`src/hw/tcr_pkg.sv`:
```
// Constants, field layouts and carrier types of the transceiver register bank
package tcr_pkg;

  // ----------------------------------------
  // Bus geometry
  // ----------------------------------------
  localparam int ADDR_W = 10;
  localparam int DATA_W = 32;
  localparam int IDX_W = 8;
  localparam logic [1:0] WORD_ALIGN = 2'h0;

  // ----------------------------------------
  // Register indices (byte address = index * 4)
  // ----------------------------------------
  localparam logic [7:0] IDX_FIFO = 8'h00;
  localparam logic [7:0] IDX_OPMODE = 8'h01;
  localparam logic [7:0] IDX_RATE_HI = 8'h02;
  localparam logic [7:0] IDX_RATE_LO = 8'h03;
  localparam logic [7:0] IDX_DEV_HI = 8'h04;
  localparam logic [7:0] IDX_DEV_LO = 8'h05;
  localparam logic [7:0] IDX_CARRIER_HI = 8'h06;
  localparam logic [7:0] IDX_CARRIER_MID = 8'h07;
  localparam logic [7:0] IDX_CARRIER_LO = 8'h08;
  localparam logic [7:0] IDX_FLAGS_ONE = 8'h3E;
  localparam logic [7:0] IDX_FLAGS_TWO = 8'h3F;
  localparam logic [7:0] IDX_PIN_ONE = 8'h40;
  localparam logic [7:0] IDX_PIN_TWO = 8'h41;
  localparam logic [7:0] IDX_REVISION = 8'h42;
  localparam logic [7:0] IDX_GAIN_REF = 8'h43;
  localparam logic [7:0] IDX_GAIN_TH1 = 8'h44;
  localparam logic [7:0] IDX_GAIN_TH2 = 8'h45;
  localparam logic [7:0] IDX_GAIN_TH3 = 8'h46;
  localparam logic [7:0] IDX_HOP = 8'h4B;
  localparam logic [7:0] IDX_REF_SEL = 8'h58;
  localparam logic [7:0] IDX_AMP_HP = 8'h5A;
  localparam logic [7:0] IDX_LOOP_BW = 8'h5C;
  localparam logic [7:0] IDX_QUIET_BW = 8'h5E;
  localparam logic [7:0] IDX_CAL_TEMP = 8'h6C;
  localparam logic [7:0] IDX_FRACTION = 8'h70;
  localparam logic [7:0] IDX_EV_STATUS = 8'h7C;
  localparam logic [7:0] IDX_EV_CLEAR = 8'h7D;
  localparam logic [7:0] IDX_EV_ENABLE = 8'h7E;

  // ----------------------------------------
  // Reset values
  // ----------------------------------------
  localparam logic [7:0] RST_ZERO = 8'h00;
  localparam logic [2:0] RST_MODE = 3'h1;
  localparam logic [7:0] RST_RATE_HI = 8'h1A;
  localparam logic [7:0] RST_RATE_LO = 8'h0B;
  localparam logic [5:0] RST_DEV_HI = 6'h00;
  localparam logic [7:0] RST_DEV_LO = 8'h52;
  localparam logic [7:0] RST_CARRIER_HI = 8'hE4;
  localparam logic [7:0] RST_CARRIER_MID = 8'hC0;
  localparam logic [7:0] RST_GAIN_TH2 = 8'h5B;
  localparam logic [7:0] RST_GAIN_TH3 = 8'hDB;
  localparam logic [7:0] RST_QUIET_BW = 8'hD0;
  localparam logic [3:0] RST_FRACTION = 4'h0;

  // ----------------------------------------
  // Field positions
  // ----------------------------------------
  localparam int MODE_LSB = 0;
  localparam int SHAPE_LSB = 3;
  localparam int KEY_LSB = 5;
  localparam int DEV_HI_W = 6;
  localparam int FRAC_W = 4;
  localparam int F1_LOCK = 7;
  localparam int F1_RSSI = 3;
  localparam int F1_TIMEOUT = 2;
  localparam int F2_FULL = 7;
  localparam int F2_EMPTY = 6;
  localparam int F2_OVERRUN = 4;
  localparam int F2_LOW_BAT = 0;

  // ----------------------------------------
  // Mode, keying and shaping codes
  // ----------------------------------------
  localparam logic [2:0] MODE_SLEEP = 3'h0;
  localparam logic [2:0] MODE_STANDBY = 3'h1;
  localparam logic [2:0] MODE_TX_SYNTH = 3'h2;
  localparam logic [2:0] MODE_TX = 3'h3;
  localparam logic [2:0] MODE_RX_SYNTH = 3'h4;
  localparam logic [2:0] MODE_RX = 3'h5;
  localparam logic [1:0] KEY_FSK = 2'h0;
  localparam logic [1:0] KEY_OOK = 2'h1;
  localparam logic [1:0] SHAPE_RSVD_OOK = 2'h3;

  // ----------------------------------------
  // Event bits of the interrupt registers
  // ----------------------------------------
  localparam int EV_W = 6;
  localparam int EV_OVERRUN = 0;
  localparam int EV_UNDERRUN = 1;
  localparam int EV_TIMEOUT = 2;
  localparam int EV_RSSI = 3;
  localparam int EV_LOW_BAT = 4;
  localparam int EV_CAL_DONE = 5;

  // Arbitrary neutral revision code
  localparam logic [7:0] REVISION_DEFAULT = 8'hA5;

  // ----------------------------------------
  // Carriers
  // ----------------------------------------
  typedef struct packed {
    logic [2:0] mode;
    logic [1:0] keying_select;
    logic [1:0] pulse_shaping_select;
    logic [15:0] rate_divider_word;
    logic [3:0] rate_divider_fraction;
    logic [13:0] deviation;
    logic [7:0] pin_route_one;
    logic [7:0] pin_route_two;
    logic [23:0] carrier_active;
  } tcr_cfg_s;

  typedef struct packed {
    logic synth_locked;
    logic timeout_pulse;
    logic rssi_hit_pulse;
    logic low_battery;
    logic cal_done_pulse;
    logic rx_restart_pulse;
    logic [7:0] cal_temp;
  } tcr_radio_s;

endpackage

```
`src/hw/tcr_regs.sv`:
```
// APB register bank of the sub-GHz transceiver with its data FIFO
`timescale 1ns/1ps
// How it works
// - Mode field bits 2:0 picks sleep to receive; 110/111 reserved; resets standby
// - Keying field bits 6:5: 00 frequency shift, 01 on-off, others reserved
// - Frequency shift shaping bits 4:3: none, Gaussian BT 1.0, 0.5, 0.3
// - On-off shaping: none, cutoff rate, cutoff twice rate, 11 reserved
// - Rate is crystal over divider word plus fraction sixteenths
// - Divider bytes reset to 0x1A and 0x0B, 4.8 kb/s
// - Fraction of the divider lives at index 0x70
// - Deviation is 14 bits: six high at bits 5:0, eight low
// - Index 0x00 is the FIFO port: write pushes except in receive mode, read pops except in transmit mode
// - Every register takes its built-in value at power-on reset
// - Index 0x42 returns a read-only silicon revision
// - Fields are readable, writable, trigger or write-one-to-clear
// - 0x40 routes pins zero to three; 0x41 pins four, five, clock out
// - 0x3E shows lock, timeout, RSSI; 0x3F FIFO flags, low battery
// - 0x6C holds temperature caught at the last calibration
// - New carrier applies only on synth mode entry or receiver restart
module tcr_regs #(
  parameter int FIFO_DEPTH = 16,
  parameter logic [7:0] REVISION = tcr_pkg::REVISION_DEFAULT
) (
  // Clock and reset
  input wire logic pclk,
  input wire logic presetn,
  // APB slave
  input wire logic psel,
  input wire logic penable,
  input wire logic pwrite,
  input wire logic [tcr_pkg::ADDR_W-1:0] paddr,
  input wire logic [tcr_pkg::DATA_W-1:0] pwdata,
  output logic [tcr_pkg::DATA_W-1:0] prdata,
  output logic pready,
  output logic pslverr,
  // Radio status and FIFO side
  input wire tcr_pkg::tcr_radio_s radio,
  input wire logic radio_push,
  input wire logic [7:0] radio_wdata,
  input wire logic radio_pop,
  output logic [7:0] radio_rdata_reg,
  // Configuration and interrupt
  output tcr_pkg::tcr_cfg_s cfg_reg,
  output logic irq_reg
);

  localparam int AW = $clog2(FIFO_DEPTH);

  // ----------------------------------------
  // Bus decode
  // ----------------------------------------
  logic [7:0] idx;
  logic aligned;
  logic done;
  logic wr;
  logic rd;
  logic [7:0] wb;
  assign idx = paddr[tcr_pkg::ADDR_W-1:2];
  assign aligned = (paddr[1:0] == tcr_pkg::WORD_ALIGN);
  assign done = psel & penable & pready;
  assign wr = done & pwrite & aligned;
  assign rd = done & ~pwrite & aligned;
  assign wb = pwdata[7:0];

  function automatic logic is_mapped(input logic [7:0] i);
    case (i)
      tcr_pkg::IDX_FIFO, tcr_pkg::IDX_OPMODE, tcr_pkg::IDX_RATE_HI,
      tcr_pkg::IDX_RATE_LO, tcr_pkg::IDX_DEV_HI, tcr_pkg::IDX_DEV_LO,
      tcr_pkg::IDX_CARRIER_HI, tcr_pkg::IDX_CARRIER_MID,
      tcr_pkg::IDX_CARRIER_LO, tcr_pkg::IDX_FLAGS_ONE,
      tcr_pkg::IDX_FLAGS_TWO, tcr_pkg::IDX_PIN_ONE, tcr_pkg::IDX_PIN_TWO,
      tcr_pkg::IDX_REVISION, tcr_pkg::IDX_GAIN_REF, tcr_pkg::IDX_GAIN_TH1,
      tcr_pkg::IDX_GAIN_TH2, tcr_pkg::IDX_GAIN_TH3, tcr_pkg::IDX_HOP,
      tcr_pkg::IDX_REF_SEL, tcr_pkg::IDX_AMP_HP, tcr_pkg::IDX_LOOP_BW,
      tcr_pkg::IDX_QUIET_BW, tcr_pkg::IDX_CAL_TEMP, tcr_pkg::IDX_FRACTION,
      tcr_pkg::IDX_EV_STATUS, tcr_pkg::IDX_EV_CLEAR,
      tcr_pkg::IDX_EV_ENABLE: is_mapped = 1'b1;
      default: is_mapped = 1'b0;
    endcase
  endfunction

  function automatic logic wr_at(input logic [7:0] i);
    wr_at = wr & (idx == i);
  endfunction

  // ----------------------------------------
  // Data FIFO
  // ----------------------------------------
  logic [7:0] fifo_mem [FIFO_DEPTH];
  logic [AW-1:0] wptr_reg;
  logic [AW-1:0] rptr_reg;
  logic [AW:0] count_reg;
  logic fifo_full;
  logic fifo_empty;
  logic push_req;
  logic pop_req;
  logic push_ok;
  logic pop_ok;
  logic in_rx;
  logic in_tx;
  assign fifo_full = (count_reg == (AW+1)'(FIFO_DEPTH));
  assign fifo_empty = (count_reg == '0);
  assign in_rx = (cfg_reg.mode == tcr_pkg::MODE_RX);
  assign in_tx = (cfg_reg.mode == tcr_pkg::MODE_TX);
  // Receiver fills in receive mode, transmitter drains in transmit mode
  assign push_req = in_rx ? radio_push : wr_at(tcr_pkg::IDX_FIFO);
  assign pop_req = in_tx ? radio_pop : rd & (idx == tcr_pkg::IDX_FIFO);
  assign push_ok = push_req & ~fifo_full;
  assign pop_ok = pop_req & ~fifo_empty;

  function automatic logic [AW-1:0] ptr_inc(input logic [AW-1:0] p);
    ptr_inc = (p == AW'(FIFO_DEPTH - 1)) ? '0 : p + AW'(1);
  endfunction

  always_ff @(posedge pclk) begin
    if (push_ok) begin
      fifo_mem[wptr_reg] <= in_rx ? radio_wdata : wb;
    end
  end

  always_ff @(posedge pclk or negedge presetn) begin
    if (!presetn) begin
      wptr_reg <= '0;
      rptr_reg <= '0;
      count_reg <= '0;
    end else begin
      if (push_ok) begin
        wptr_reg <= ptr_inc(wptr_reg);
      end
      if (pop_ok) begin
        rptr_reg <= ptr_inc(rptr_reg);
      end
      case ({push_ok, pop_ok})
        2'h2: count_reg <= count_reg + (AW+1)'(1);
        2'h1: count_reg <= count_reg - (AW+1)'(1);
        default: count_reg <= count_reg;
      endcase
    end
  end

  always_ff @(posedge pclk or negedge presetn) begin
    if (!presetn) begin
      radio_rdata_reg <= tcr_pkg::RST_ZERO;
    end else if (in_tx & pop_ok) begin
      radio_rdata_reg <= fifo_mem[rptr_reg];
    end
  end

  // ----------------------------------------
  // Common settings
  // ----------------------------------------
  logic [2:0] mode_w;
  logic [1:0] key_w;
  logic [1:0] shape_w;
  logic mode_ok;
  logic key_ok;
  logic shape_ok;
  assign mode_w = wb[tcr_pkg::MODE_LSB +: 3];
  assign key_w = wb[tcr_pkg::KEY_LSB +: 2];
  assign shape_w = wb[tcr_pkg::SHAPE_LSB +: 2];
  assign mode_ok = (mode_w <= tcr_pkg::MODE_RX);
  assign key_ok = (key_w == tcr_pkg::KEY_FSK) |
                  (key_w == tcr_pkg::KEY_OOK);
  // All four FSK shapings exist; OOK code 11 is refused
  assign shape_ok = (key_w == tcr_pkg::KEY_FSK) |
                    (shape_w != tcr_pkg::SHAPE_RSVD_OOK);

  // Carrier staging registers and other plain settings
  logic [7:0] car_hi_reg;
  logic [7:0] car_mid_reg;
  logic [7:0] car_lo_reg;
  logic [7:0] gen_reg [8];
  logic [7:0] cal_temp_reg;
  logic synth_entry;
  assign synth_entry = wr_at(tcr_pkg::IDX_OPMODE) & mode_ok &
                       (mode_w != cfg_reg.mode) &
                       ((mode_w == tcr_pkg::MODE_TX_SYNTH) |
                        (mode_w == tcr_pkg::MODE_RX_SYNTH));

  function automatic logic [7:0] gen_idx(input int s);
    case (s)
      0: gen_idx = tcr_pkg::IDX_GAIN_REF;
      1: gen_idx = tcr_pkg::IDX_GAIN_TH1;
      2: gen_idx = tcr_pkg::IDX_GAIN_TH2;
      3: gen_idx = tcr_pkg::IDX_GAIN_TH3;
      4: gen_idx = tcr_pkg::IDX_HOP;
      5: gen_idx = tcr_pkg::IDX_REF_SEL;
      6: gen_idx = tcr_pkg::IDX_AMP_HP;
      default: gen_idx = tcr_pkg::IDX_LOOP_BW;
    endcase
  endfunction

  function automatic logic [7:0] gen_rst(input int s);
    case (s)
      2: gen_rst = tcr_pkg::RST_GAIN_TH2;
      3: gen_rst = tcr_pkg::RST_GAIN_TH3;
      default: gen_rst = tcr_pkg::RST_ZERO;
    endcase
  endfunction

  logic [7:0] quiet_bw_reg;

  always_ff @(posedge pclk or negedge presetn) begin
    if (!presetn) begin
      cfg_reg.mode <= tcr_pkg::RST_MODE;
      cfg_reg.keying_select <= tcr_pkg::KEY_FSK;
      cfg_reg.pulse_shaping_select <= 2'h0;
      cfg_reg.rate_divider_word <= {tcr_pkg::RST_RATE_HI,
                                    tcr_pkg::RST_RATE_LO};
      cfg_reg.rate_divider_fraction <= tcr_pkg::RST_FRACTION;
      cfg_reg.deviation <= {tcr_pkg::RST_DEV_HI, tcr_pkg::RST_DEV_LO};
      cfg_reg.pin_route_one <= tcr_pkg::RST_ZERO;
      cfg_reg.pin_route_two <= tcr_pkg::RST_ZERO;
      cfg_reg.carrier_active <= {tcr_pkg::RST_CARRIER_HI,
                                 tcr_pkg::RST_CARRIER_MID,
                                 tcr_pkg::RST_ZERO};
    end else begin
      if (wr_at(tcr_pkg::IDX_OPMODE)) begin
        if (mode_ok) begin
          cfg_reg.mode <= mode_w;
        end
        if (key_ok & shape_ok) begin
          cfg_reg.keying_select <= key_w;
          cfg_reg.pulse_shaping_select <= shape_w;
        end
      end
      // Divider word and fraction feed the rate generator
      if (wr_at(tcr_pkg::IDX_RATE_HI)) begin
        cfg_reg.rate_divider_word[15:8] <= wb;
      end
      if (wr_at(tcr_pkg::IDX_RATE_LO)) begin
        cfg_reg.rate_divider_word[7:0] <= wb;
      end
      if (wr_at(tcr_pkg::IDX_FRACTION)) begin
        cfg_reg.rate_divider_fraction <= wb[tcr_pkg::FRAC_W-1:0];
      end
      if (wr_at(tcr_pkg::IDX_DEV_HI)) begin
        cfg_reg.deviation[13:8] <= wb[tcr_pkg::DEV_HI_W-1:0];
      end
      if (wr_at(tcr_pkg::IDX_DEV_LO)) begin
        cfg_reg.deviation[7:0] <= wb;
      end
      if (wr_at(tcr_pkg::IDX_PIN_ONE)) begin
        cfg_reg.pin_route_one <= wb;
      end
      if (wr_at(tcr_pkg::IDX_PIN_TWO)) begin
        cfg_reg.pin_route_two <= wb;
      end
      if (synth_entry | radio.rx_restart_pulse) begin
        cfg_reg.carrier_active <= {car_hi_reg, car_mid_reg,
                                   car_lo_reg};
      end
    end
  end

  always_ff @(posedge pclk or negedge presetn) begin
    if (!presetn) begin
      car_hi_reg <= tcr_pkg::RST_CARRIER_HI;
      car_mid_reg <= tcr_pkg::RST_CARRIER_MID;
      car_lo_reg <= tcr_pkg::RST_ZERO;
      quiet_bw_reg <= tcr_pkg::RST_QUIET_BW;
      for (int s = 0; s < 8; s++) begin
        gen_reg[s] <= gen_rst(s);
      end
    end else begin
      if (wr_at(tcr_pkg::IDX_CARRIER_HI)) begin
        car_hi_reg <= wb;
      end
      if (wr_at(tcr_pkg::IDX_CARRIER_MID)) begin
        car_mid_reg <= wb;
      end
      if (wr_at(tcr_pkg::IDX_CARRIER_LO)) begin
        car_lo_reg <= wb;
      end
      if (wr_at(tcr_pkg::IDX_QUIET_BW)) begin
        quiet_bw_reg <= wb;
      end
      for (int s = 0; s < 8; s++) begin
        if (wr_at(gen_idx(s))) begin
          gen_reg[s] <= wb;
        end
      end
    end
  end

  always_ff @(posedge pclk or negedge presetn) begin
    if (!presetn) begin
      cal_temp_reg <= tcr_pkg::RST_ZERO;
    end else if (radio.cal_done_pulse) begin
      cal_temp_reg <= radio.cal_temp;
    end
  end

  // ----------------------------------------
  // Flags and interrupts
  // ----------------------------------------
  logic lock_reg;
  logic low_bat_reg;
  logic timeout_reg;
  logic rssi_reg;
  logic overrun_reg;
  logic [tcr_pkg::EV_W-1:0] ev_status_reg;
  logic [tcr_pkg::EV_W-1:0] ev_enable_reg;
  logic [tcr_pkg::EV_W-1:0] ev_set;
  logic [tcr_pkg::EV_W-1:0] ev_clr;
  logic [7:0] f1_clr;
  logic [7:0] f2_clr;
  assign f1_clr = wr_at(tcr_pkg::IDX_FLAGS_ONE) ? wb : 8'h00;
  assign f2_clr = wr_at(tcr_pkg::IDX_FLAGS_TWO) ? wb : 8'h00;
  assign ev_clr = wr_at(tcr_pkg::IDX_EV_CLEAR) ?
                  wb[tcr_pkg::EV_W-1:0] : '0;
  always_comb begin
    ev_set = '0;
    ev_set[tcr_pkg::EV_OVERRUN] = push_req & fifo_full;
    ev_set[tcr_pkg::EV_UNDERRUN] = pop_req & fifo_empty;
    ev_set[tcr_pkg::EV_TIMEOUT] = radio.timeout_pulse;
    ev_set[tcr_pkg::EV_RSSI] = radio.rssi_hit_pulse;
    ev_set[tcr_pkg::EV_LOW_BAT] = radio.low_battery & ~low_bat_reg;
    ev_set[tcr_pkg::EV_CAL_DONE] = radio.cal_done_pulse;
  end

  // Set wins over a clear in the same cycle
  always_ff @(posedge pclk or negedge presetn) begin
    if (!presetn) begin
      lock_reg <= 1'b0;
      low_bat_reg <= 1'b0;
      timeout_reg <= 1'b0;
      rssi_reg <= 1'b0;
      overrun_reg <= 1'b0;
    end else begin
      lock_reg <= radio.synth_locked;
      low_bat_reg <= radio.low_battery;
      timeout_reg <= radio.timeout_pulse |
                     (timeout_reg & ~f1_clr[tcr_pkg::F1_TIMEOUT]);
      rssi_reg <= radio.rssi_hit_pulse |
                  (rssi_reg & ~f1_clr[tcr_pkg::F1_RSSI]);
      overrun_reg <= ev_set[tcr_pkg::EV_OVERRUN] |
                     (overrun_reg & ~f2_clr[tcr_pkg::F2_OVERRUN]);
    end
  end

  always_ff @(posedge pclk or negedge presetn) begin
    if (!presetn) begin
      ev_status_reg <= '0;
      ev_enable_reg <= '0;
      irq_reg <= 1'b0;
    end else begin
      ev_status_reg <= ev_set | (ev_status_reg & ~ev_clr);
      if (wr_at(tcr_pkg::IDX_EV_ENABLE)) begin
        ev_enable_reg <= wb[tcr_pkg::EV_W-1:0];
      end
      irq_reg <= |(ev_status_reg & ev_enable_reg);
    end
  end

  // ----------------------------------------
  // Read mux and APB answer
  // ----------------------------------------
  logic [7:0] rmux;
  logic [7:0] f1_val;
  logic [7:0] f2_val;
  always_comb begin
    f1_val = 8'h00;
    f1_val[tcr_pkg::F1_LOCK] = lock_reg;
    f1_val[tcr_pkg::F1_RSSI] = rssi_reg;
    f1_val[tcr_pkg::F1_TIMEOUT] = timeout_reg;
    f2_val = 8'h00;
    f2_val[tcr_pkg::F2_FULL] = fifo_full;
    f2_val[tcr_pkg::F2_EMPTY] = fifo_empty;
    f2_val[tcr_pkg::F2_OVERRUN] = overrun_reg;
    f2_val[tcr_pkg::F2_LOW_BAT] = low_bat_reg;
  end

  always_comb begin
    rmux = 8'h00;
    case (idx)
      tcr_pkg::IDX_FIFO: rmux = fifo_empty ? 8'h00 : fifo_mem[rptr_reg];
      tcr_pkg::IDX_OPMODE: rmux = {1'b0, cfg_reg.keying_select,
                                   cfg_reg.pulse_shaping_select,
                                   cfg_reg.mode};
      tcr_pkg::IDX_RATE_HI: rmux = cfg_reg.rate_divider_word[15:8];
      tcr_pkg::IDX_RATE_LO: rmux = cfg_reg.rate_divider_word[7:0];
      tcr_pkg::IDX_DEV_HI: rmux = {2'h0, cfg_reg.deviation[13:8]};
      tcr_pkg::IDX_DEV_LO: rmux = cfg_reg.deviation[7:0];
      tcr_pkg::IDX_CARRIER_HI: rmux = car_hi_reg;
      tcr_pkg::IDX_CARRIER_MID: rmux = car_mid_reg;
      tcr_pkg::IDX_CARRIER_LO: rmux = car_lo_reg;
      tcr_pkg::IDX_FLAGS_ONE: rmux = f1_val;
      tcr_pkg::IDX_FLAGS_TWO: rmux = f2_val;
      tcr_pkg::IDX_PIN_ONE: rmux = cfg_reg.pin_route_one;
      tcr_pkg::IDX_PIN_TWO: rmux = cfg_reg.pin_route_two;
      tcr_pkg::IDX_REVISION: rmux = REVISION;
      tcr_pkg::IDX_QUIET_BW: rmux = quiet_bw_reg;
      tcr_pkg::IDX_CAL_TEMP: rmux = cal_temp_reg;
      tcr_pkg::IDX_FRACTION: rmux = {4'h0, cfg_reg.rate_divider_fraction};
      tcr_pkg::IDX_EV_STATUS: rmux = {2'h0, ev_status_reg};
      tcr_pkg::IDX_EV_ENABLE: rmux = {2'h0, ev_enable_reg};
      default: begin
        for (int s = 0; s < 8; s++) begin
          if (idx == gen_idx(s)) begin
            rmux = gen_reg[s];
          end
        end
      end
    endcase
  end

  // One wait state: pready rises in the second access cycle
  always_ff @(posedge pclk or negedge presetn) begin
    if (!presetn) begin
      pready <= 1'b0;
      pslverr <= 1'b0;
      prdata <= '0;
    end else if (psel & penable & ~pready) begin
      pready <= 1'b1;
      pslverr <= ~aligned | ~is_mapped(idx);
      prdata <= {24'h000000, (pwrite | ~aligned) ? 8'h00 : rmux};
    end else begin
      pready <= 1'b0;
      pslverr <= 1'b0;
    end
  end

endmodule

```
`config.mk`:
```
export PLATFORM = sky130hd
export DESIGN_NAME = tcr_regs
export DESIGN_NICKNAME = d
export VERILOG_FILES = /design/src/hw/tcr_pkg.sv /design/src/hw/tcr_regs.sv
export SDC_FILE = /design/constraint.sdc
export NUM_CORES = 1
export LEC_CHECK = 0
export BUFFER_PORTS_ARGS = -buffer_cell sky130_fd_sc_hd__buf_2
export CAP_MARGIN = 10
export CORE_MARGIN = 2
export CORE_UTILIZATION = 30
export DETAILED_ROUTE_END_ITERATION = 8
export HOLD_SLACK_MARGIN = 0.12
export PLACE_DENSITY = 0.52
export SLEW_MARGIN = 20
export SYNTH_ARGS = -nofsm -noshare
export SYNTH_HDL_FRONTEND = slang
export SYNTH_SLANG_ARGS = --single-unit
export TNS_END_PERCENT = 10
```
`constraint.sdc`:
```
create_clock -name pclk -period 3.6 [get_ports pclk]
set_input_delay 0.72 -clock pclk [delete_from_list [all_inputs] [get_ports pclk]]
set_output_delay 0.72 -clock pclk [all_outputs]
set_load 0.005 [all_outputs]
```
Word level (Yosys, flattened, before mapping)
Memory sizes are Yosys's and may differ from the RTL's.
Cells that the tools add are included.
{"block": "word_totals", "mem_count": 2, "register_bits": 234, "romBits": 128, "ram_bits": 128, "wordCells": 205}
{"block": "op_classes", "n_addsub": 4, "mux": 34, "bitwise": 69, "n_reduce_logical": 9, "n_eq_ne": 47, "n_lt_le_gt_ge": 1}
{"name": "(name not given)", "depth": 128, "word_bits": 1, "read_ports": 1, "rd_clocked_by_memory_dff": 0, "wr": 0, "line_no": "tcr_regs.sv:66", "rtl": "case (i)"}
{"name": "fifo_mem", "depth": 16, "word_bits": 8, "read_ports": 1, "rd_clocked_by_memory_dff": 0, "wr": 1, "line_no": "tcr_regs.sv:89", "rtl": "logic [7:0] fifo_mem [FIFO_DEPTH];"}
{"operator": "$mux 8", "count": 19}
{"operator": "$pmux 8 s19", "count": 1}
{"operator": "$eq 8x7->1 const B", "count": 17}
{"operator": "$eq 8x8->1", "count": 8}
{"operator": "$and 1x1->1", "count": 46}
{"operator": "$eq 8x3->1 const B", "count": 4}
{"operator": "$reduce_or 19->1", "count": 1}
{"operator": "$eq 8x2->1 const B", "count": 2}
{"operator": "$eq 8x6->1 const B", "count": 2}
{"operator": "$and 6x6->6", "count": 2}
{"operator": "$mux 4", "count": 3}
{"operator": "$not 1->1", "count": 10}
{"operator": "$pmux 5 s2", "count": 1}
{"operator": "$or 1x1->1", "count": 9}
{"operator": "$add 4x1->4 const B", "count": 2}
{"operator": "$eq 4x4->1 const B", "count": 2}
{"operator": "$eq 8x1->1 const B", "count": 1}
{"operator": "$eq 8x4->1 const B", "count": 1}
{"operator": "$logic_not 8->1", "count": 1}
{"operator": "$mux 1", "count": 8}
{"operator": "$eq 3x2->1 const B", "count": 2}
{"operator": "$eq 3x3->1 const B", "count": 2}
{"operator": "$mux 6", "count": 1}
{"operator": "$not 6->6", "count": 1}
{"operator": "15 further kinds", "count": 18}

Longest topological paths before layout
{"block": "depth", "word_depth": 14, "mapped_depth": 17}

Worst setup path after synthesis
OpenSTA, ideal clock, no wires.
{"block": "synth_path", "path_kind": "input -> register", "start": "input paddr[7] (netlist bit)", "end": "register count_reg[4]", "required_time_ns": 3.474, "stages": 17, "arrival_time_ns": 3.692, "setup_time_ns": 0.126, "slack_ns": -0.218, "n_path_buf": 4, "path_cell_list": "buf_2 > nor4_2 > buf_2 > a41oi_1 > a21oi_1 > clkbuf_1 > inv_1 > ha_1 > clkbuf_1 > xor2_1 > ha_1 > o21a_1 > o22a_1 > a21oi_1 > xor2_1 > nor2_1 > xor2_1"}
{"block": "synth_via", "elab_chain_len": 6}
{"item": "start, declared", "line_no": "tcr_regs.sv:31", "rtl": "input wire logic [tcr_pkg::ADDR_W-1:0] paddr,"}
{"item": "$logic_not 8->1 (*)", "line_no": "tcr_regs.sv:83, tcr_regs.sv:107"}
{"item": "$and 1x1->1 (on tied branches)", "line_no": "tcr_regs.sv:107, tcr_regs.sv:83"}
{"item": "$mux 1 (on tied branches)", "line_no": "tcr_regs.sv:107, tcr_regs.sv:106"}
{"item": "$and 1x1->1 (on tied branches)", "line_no": "tcr_regs.sv:109, tcr_regs.sv:108"}
{"item": "$eq 2x1->1 / $eq 2x2->1 (equally long branches)", "line_no": "tcr_regs.sv:133", "rtl": "case ({push_ok, pop_ok})"}
{"item": "$pmux 5 s2 / $reduce_bool 2->1 (equally long branches)"}
{"item": "end signal, assigned", "line_no": "tcr_regs.sv:134", "rtl": "2'h2: count_reg <= count_reg + (AW+1)'(1);"}
{"item": "end signal, assigned", "line_no": "tcr_regs.sv:135", "rtl": "2'h1: count_reg <= count_reg - (AW+1)'(1);"}
{"item": "end signal, assigned", "line_no": "tcr_regs.sv:136", "rtl": "default: count_reg <= count_reg;"}
{"item": "end, declared", "line_no": "tcr_regs.sv:92", "rtl": "logic [AW:0] count_reg;"}
Every way passes the cells marked *; elsewhere a longest branch is shown, timed or not.
A chain may end at the register's enable or synchronous reset.

Final worst setup path
{"block": "layout_path", "start": "register cfg_reg[80] (netlist bit)", "end": "register count_reg[4]"}
{"block": "layout_via", "elab_chain_len": 5}
{"item": "start, declared", "line_no": "tcr_regs.sv:43", "rtl": "output tcr_pkg::tcr_cfg_s cfg_reg,"}
{"item": "$eq 3x2->1 / $eq 3x3->1 (equally long branches)", "line_no": "tcr_regs.sv:104, tcr_regs.sv:103"}
{"item": "$mux 1 (on tied branches)", "line_no": "tcr_regs.sv:107, tcr_regs.sv:106"}
{"item": "$and 1x1->1 (on tied branches)", "line_no": "tcr_regs.sv:109, tcr_regs.sv:108"}
{"item": "$eq 2x1->1 / $eq 2x2->1 (equally long branches)", "line_no": "tcr_regs.sv:133"}
{"item": "$pmux 5 s2 / $reduce_bool 2->1 (equally long branches)"}
Several ways; a longest one is shown, not always the timed one.

==> summary.md <==
| Metric | Value |
|---|---|
| CTS tree | `done` |
| Distinct cell type count after synthesis | `86` |
| Slew headroom | `0.4487` |
| Fin. Hold Viols | `0` |
| Initial core utilization | `0.3022` |
| Residual DRC | `0` |
| Status | `completed` |
| Worst Max-Slew Pin Slew | `827.0 ps` |
| Die area | `57170 µm²` |
| Synth Area in Simple Gates | `0.08820` |
| Slew Limit Fails | `0` |
| Hold buffers post-CTS | `0` |
| Flops & latches, synth | `362` |
| Synth Area in XOR/XNOR | `0.005810` |
| CTS Root Cell | `clkbuf_16` |
| Peak supply drop | `0.0002964 V` |
| Max reg flops | `128` |
| Synth Flop Type | `dfrtp_1` |
| CTS H-Tree Depth | `2` |
| Initial antenna violation count | `2` |
| NetSw | `0.002045 W` |
| GP Congestion | `0.9736` |
| Post-DP Area | `18400 µm²` |
| CTS max path bufs | `3` |
| Synthesized area | `16580 µm²` |
| Area growth syn-to-layout | `19.52%` |
| Row cnt | `86` |
| Total CTS buffers | `41` |
| Vias/cell | `5.350` |
| Clock Skew | `20.91 ps` |
| Drt initial violations | `925` |
| Yosys warnings | `0` |
| Largest family of logic cells by synthesized area | `multiplexers` |
| Synth Area in Adders | `0.007394` |
| Sequential fraction of the synthesis area | `0.5876` |
| Seq pwr share | `0.474` |
| Multiplexer share of the synthesized area | `0.1944` |
| Syn avg cell area | `13.92 µm²` |
| Sum Neg Setup Slack | `0 ps` |
| Internal power | `0.007029 W` |
| Die height | `239.1 µm` |
| Clk sink count | `362` |
| DR WL/cell | `24.57 µm` |
| Via count | `11.28k` |
| Global route overflow | `0` |
| Design area | `19820 µm²` |
| Most frequent cells in the layout | `mux2_2 (202), dfrtp_1 (198), buf_2 (145)` |
| IO Count | `195` |
| Largest net degree at the start of global routing | `97` |
| Worst hold path type | `input pin to async pin` |
| Ratio of cells with drive above 1 in the final layout | `0.4214` |
| Post-synth EDFFs | `128` |
| Die W | `239.1 µm` |
| Worst EP required | `4040 ps` |
| Endpoints failing setup | `0` |
| Hold WS | `180.7 ps` |
| ANT cells | `0` |
| Max Cap Viol | `0` |
| Commonest non-fill, non-tap cell in the layout | `mux2_2` |
| Crit path kind | `register to register` |
| Comb pwr share | `0.041` |
| Startpoint type of the worst setup path | `register` |
| Clk slew on worst S/H paths | `60 ps` |
| Total Routing Usage GR | `0.1821` |
| P per Cell Area | `457.8 nW/µm²` |
| Vias in the first global route | `11.21k` |
| Core area | `54880 µm²` |
| Cts repair resizes | `0` |
| Switching share of power | `0.2254` |
| HPWL Detailed | `37.04 mm` |
| Asr flop ratio synth | `0.6464` |
| First drt pass iteration count | `7` |
| Period utilisation layout | `0.8334` |
| PortBufs | `146` |
| Layout Nets | `1453` |
| Post-Route WL | `51.83 mm` |
| Antenna-violating nets left | `0` |
| Setup Fix Bufs, Post-CTS | `0` |
| Worst EP arrival | `3440 ps` |
| Crit-path max FO | `9` |
| RSZ-0062 raised after global routing | `false` |
| Clock power frac | `0.485` |
| CP Capture Type | `register` |
| Min Tclk post-route | `3000 ps` |
| P_leak | `8.489 nW` |
| First-pass GRT wire length | `77.36 mm` |
| Post-synthesis cell count | `1191` |
| F_max | `333.3 MHz` |
| Clk Latency, worst-skew pair | `570 ps` |
| Synth Area in Compound Gates | `0.08179` |
[layer usage]
layer / track usage / vias to the layer above / share of wire
li1: - / 4870 / -
met1: 0.2443 / 5919 / 0.43
met2: 0.3009 / 406 / 0.48
met3: 0.03314 / 86 / 0.063
met4: 0.05265 / 2 / 0.028
met5: 0 / - / 0.00023
[Yosys cell counts (5+ instances only)]
master | number | area (µm²)
mux2_2 | 202 | 2275
dfrtp_1 | 198 | 4955
edfxtp_1 | 128 | 3844
nand2_1 | 76 | 285.3
clkbuf_1 | 45 | 168.9
nand3_1 | 40 | 200.2
nor2_1 | 39 | 146.4
mux4_2 | 37 | 833.3
dfstp_2 | 36 | 945.9
buf_4 | 27 | 202.7
a21oi_1 | 25 | 125.1
buf_2 | 25 | 125.1
o21ai_0 | 22 | 110.1
a22oi_1 | 19 | 142.6
nor3_1 | 14 | 70.07
a32oi_1 | 12 | 105.1
and2_1 | 12 | 75.07
nor2b_1 | 12 | 75.07
inv_1 | 11 | 41.29
nand4_1 | 11 | 68.82
a221oi_1 | 9 | 78.83
ha_1 | 9 | 112.6
nand2b_1 | 9 | 56.30
a21o_1 | 8 | 60.06
a22o_1 | 7 | 61.31
a31oi_1 | 7 | 43.79
o22a_1 | 7 | 61.31
mux2i_1 | 6 | 60.06
nand3b_1 | 6 | 45.04
o2111ai_1 | 6 | 52.55
xor2_1 | 6 | 52.55
and3_1 | 5 | 31.28
mux2_1 | 5 | 56.30
o211ai_1 | 5 | 37.54
o221ai_1 | 5 | 43.79
xnor2_1 | 5 | 43.79
[final cells by class]
type	instances	area [µm²]
clock inverters	20	266.5
fillers	5290	35060
flip-flops and latches	362	9744
well taps	704	880.8
repair buffers	218	1344
inverters	11	41.29
clock buffers	55	1159
multi-input cells	739	6385
[path summary, 6_finish.rpt]
path                                         start                  to  slack [ps]  depth (start not counted)
min in group pclk                        radio[13]            lock_reg         260                          1
max in group asynchronous                  presetn         cfg_reg[69]        2530                          2
worst min-delay path                       presetn         gen_reg[62]         180                          1
worst max-delay path                   cfg_reg[80]        count_reg[4]         600                         14
worst min register to register  radio_rdata_reg[7]  radio_rdata_reg[7]         480                          2
worst max register to register         cfg_reg[80]        count_reg[4]         600                         14
[critical path, stage by stage (launching register included)]
cell and delay [ps]:
dfrtp_1 380, nand3b_1 190, buf_4 280, a41oi_1 170, a21oi_1 240, inv_1 90, ha_1 230, xor2_1 150
ha_1 220, o21a_1 180, o22a_1 210, a21oi_1 180, xor2_1 160, nor2_1 70, xor2_1 140
[logic make-up (layout without fill, tap and decap cells)]
kind of cell	Yosys count	count (layout)
AND/OR/NAND/NOR	266	266
multiplexers	250	250
AO/OA/AOI/OAI	178	178
adder cells (fa/ha/maj)	10	10
other	1	24
buffers and inverters	113	304
flip-flops	362	362
XOR/XNOR	11	11
[stage by stage]
stage | std cells | total power, W | setup slack, ps | util
3_3_place_gp | 2034 | 0.004749 | 70.65 | 0.3352
5_1_grt | 2109 | 0.009365 | 400.2 | 0.3612
3_5_place_dp | 2034 | 0.004754 | 42.79 | 0.3352
6_report | 2109 | 0.009074 | 599.8 | 0.3612
2_1_floorplan | 1214 | 0.004557 | 5.717 | -
4_1_cts | 2109 | 0.009174 | 563.3 | 0.3612
[power by group through the flow]
stage	clock network, W	logic, W	registers [W]
after global placement	0	0.000370	0.00438
after floorplan	0	0.000182	0.00438
after global routing	0.00466	0.000404	0.00430
after detailed placement	0	0.000375	0.00438
after CTS	0.00450	0.000375	0.00430
final	0.00440	0.000372	0.00430
No activity file was read; power rests on OpenSTA's default activity.
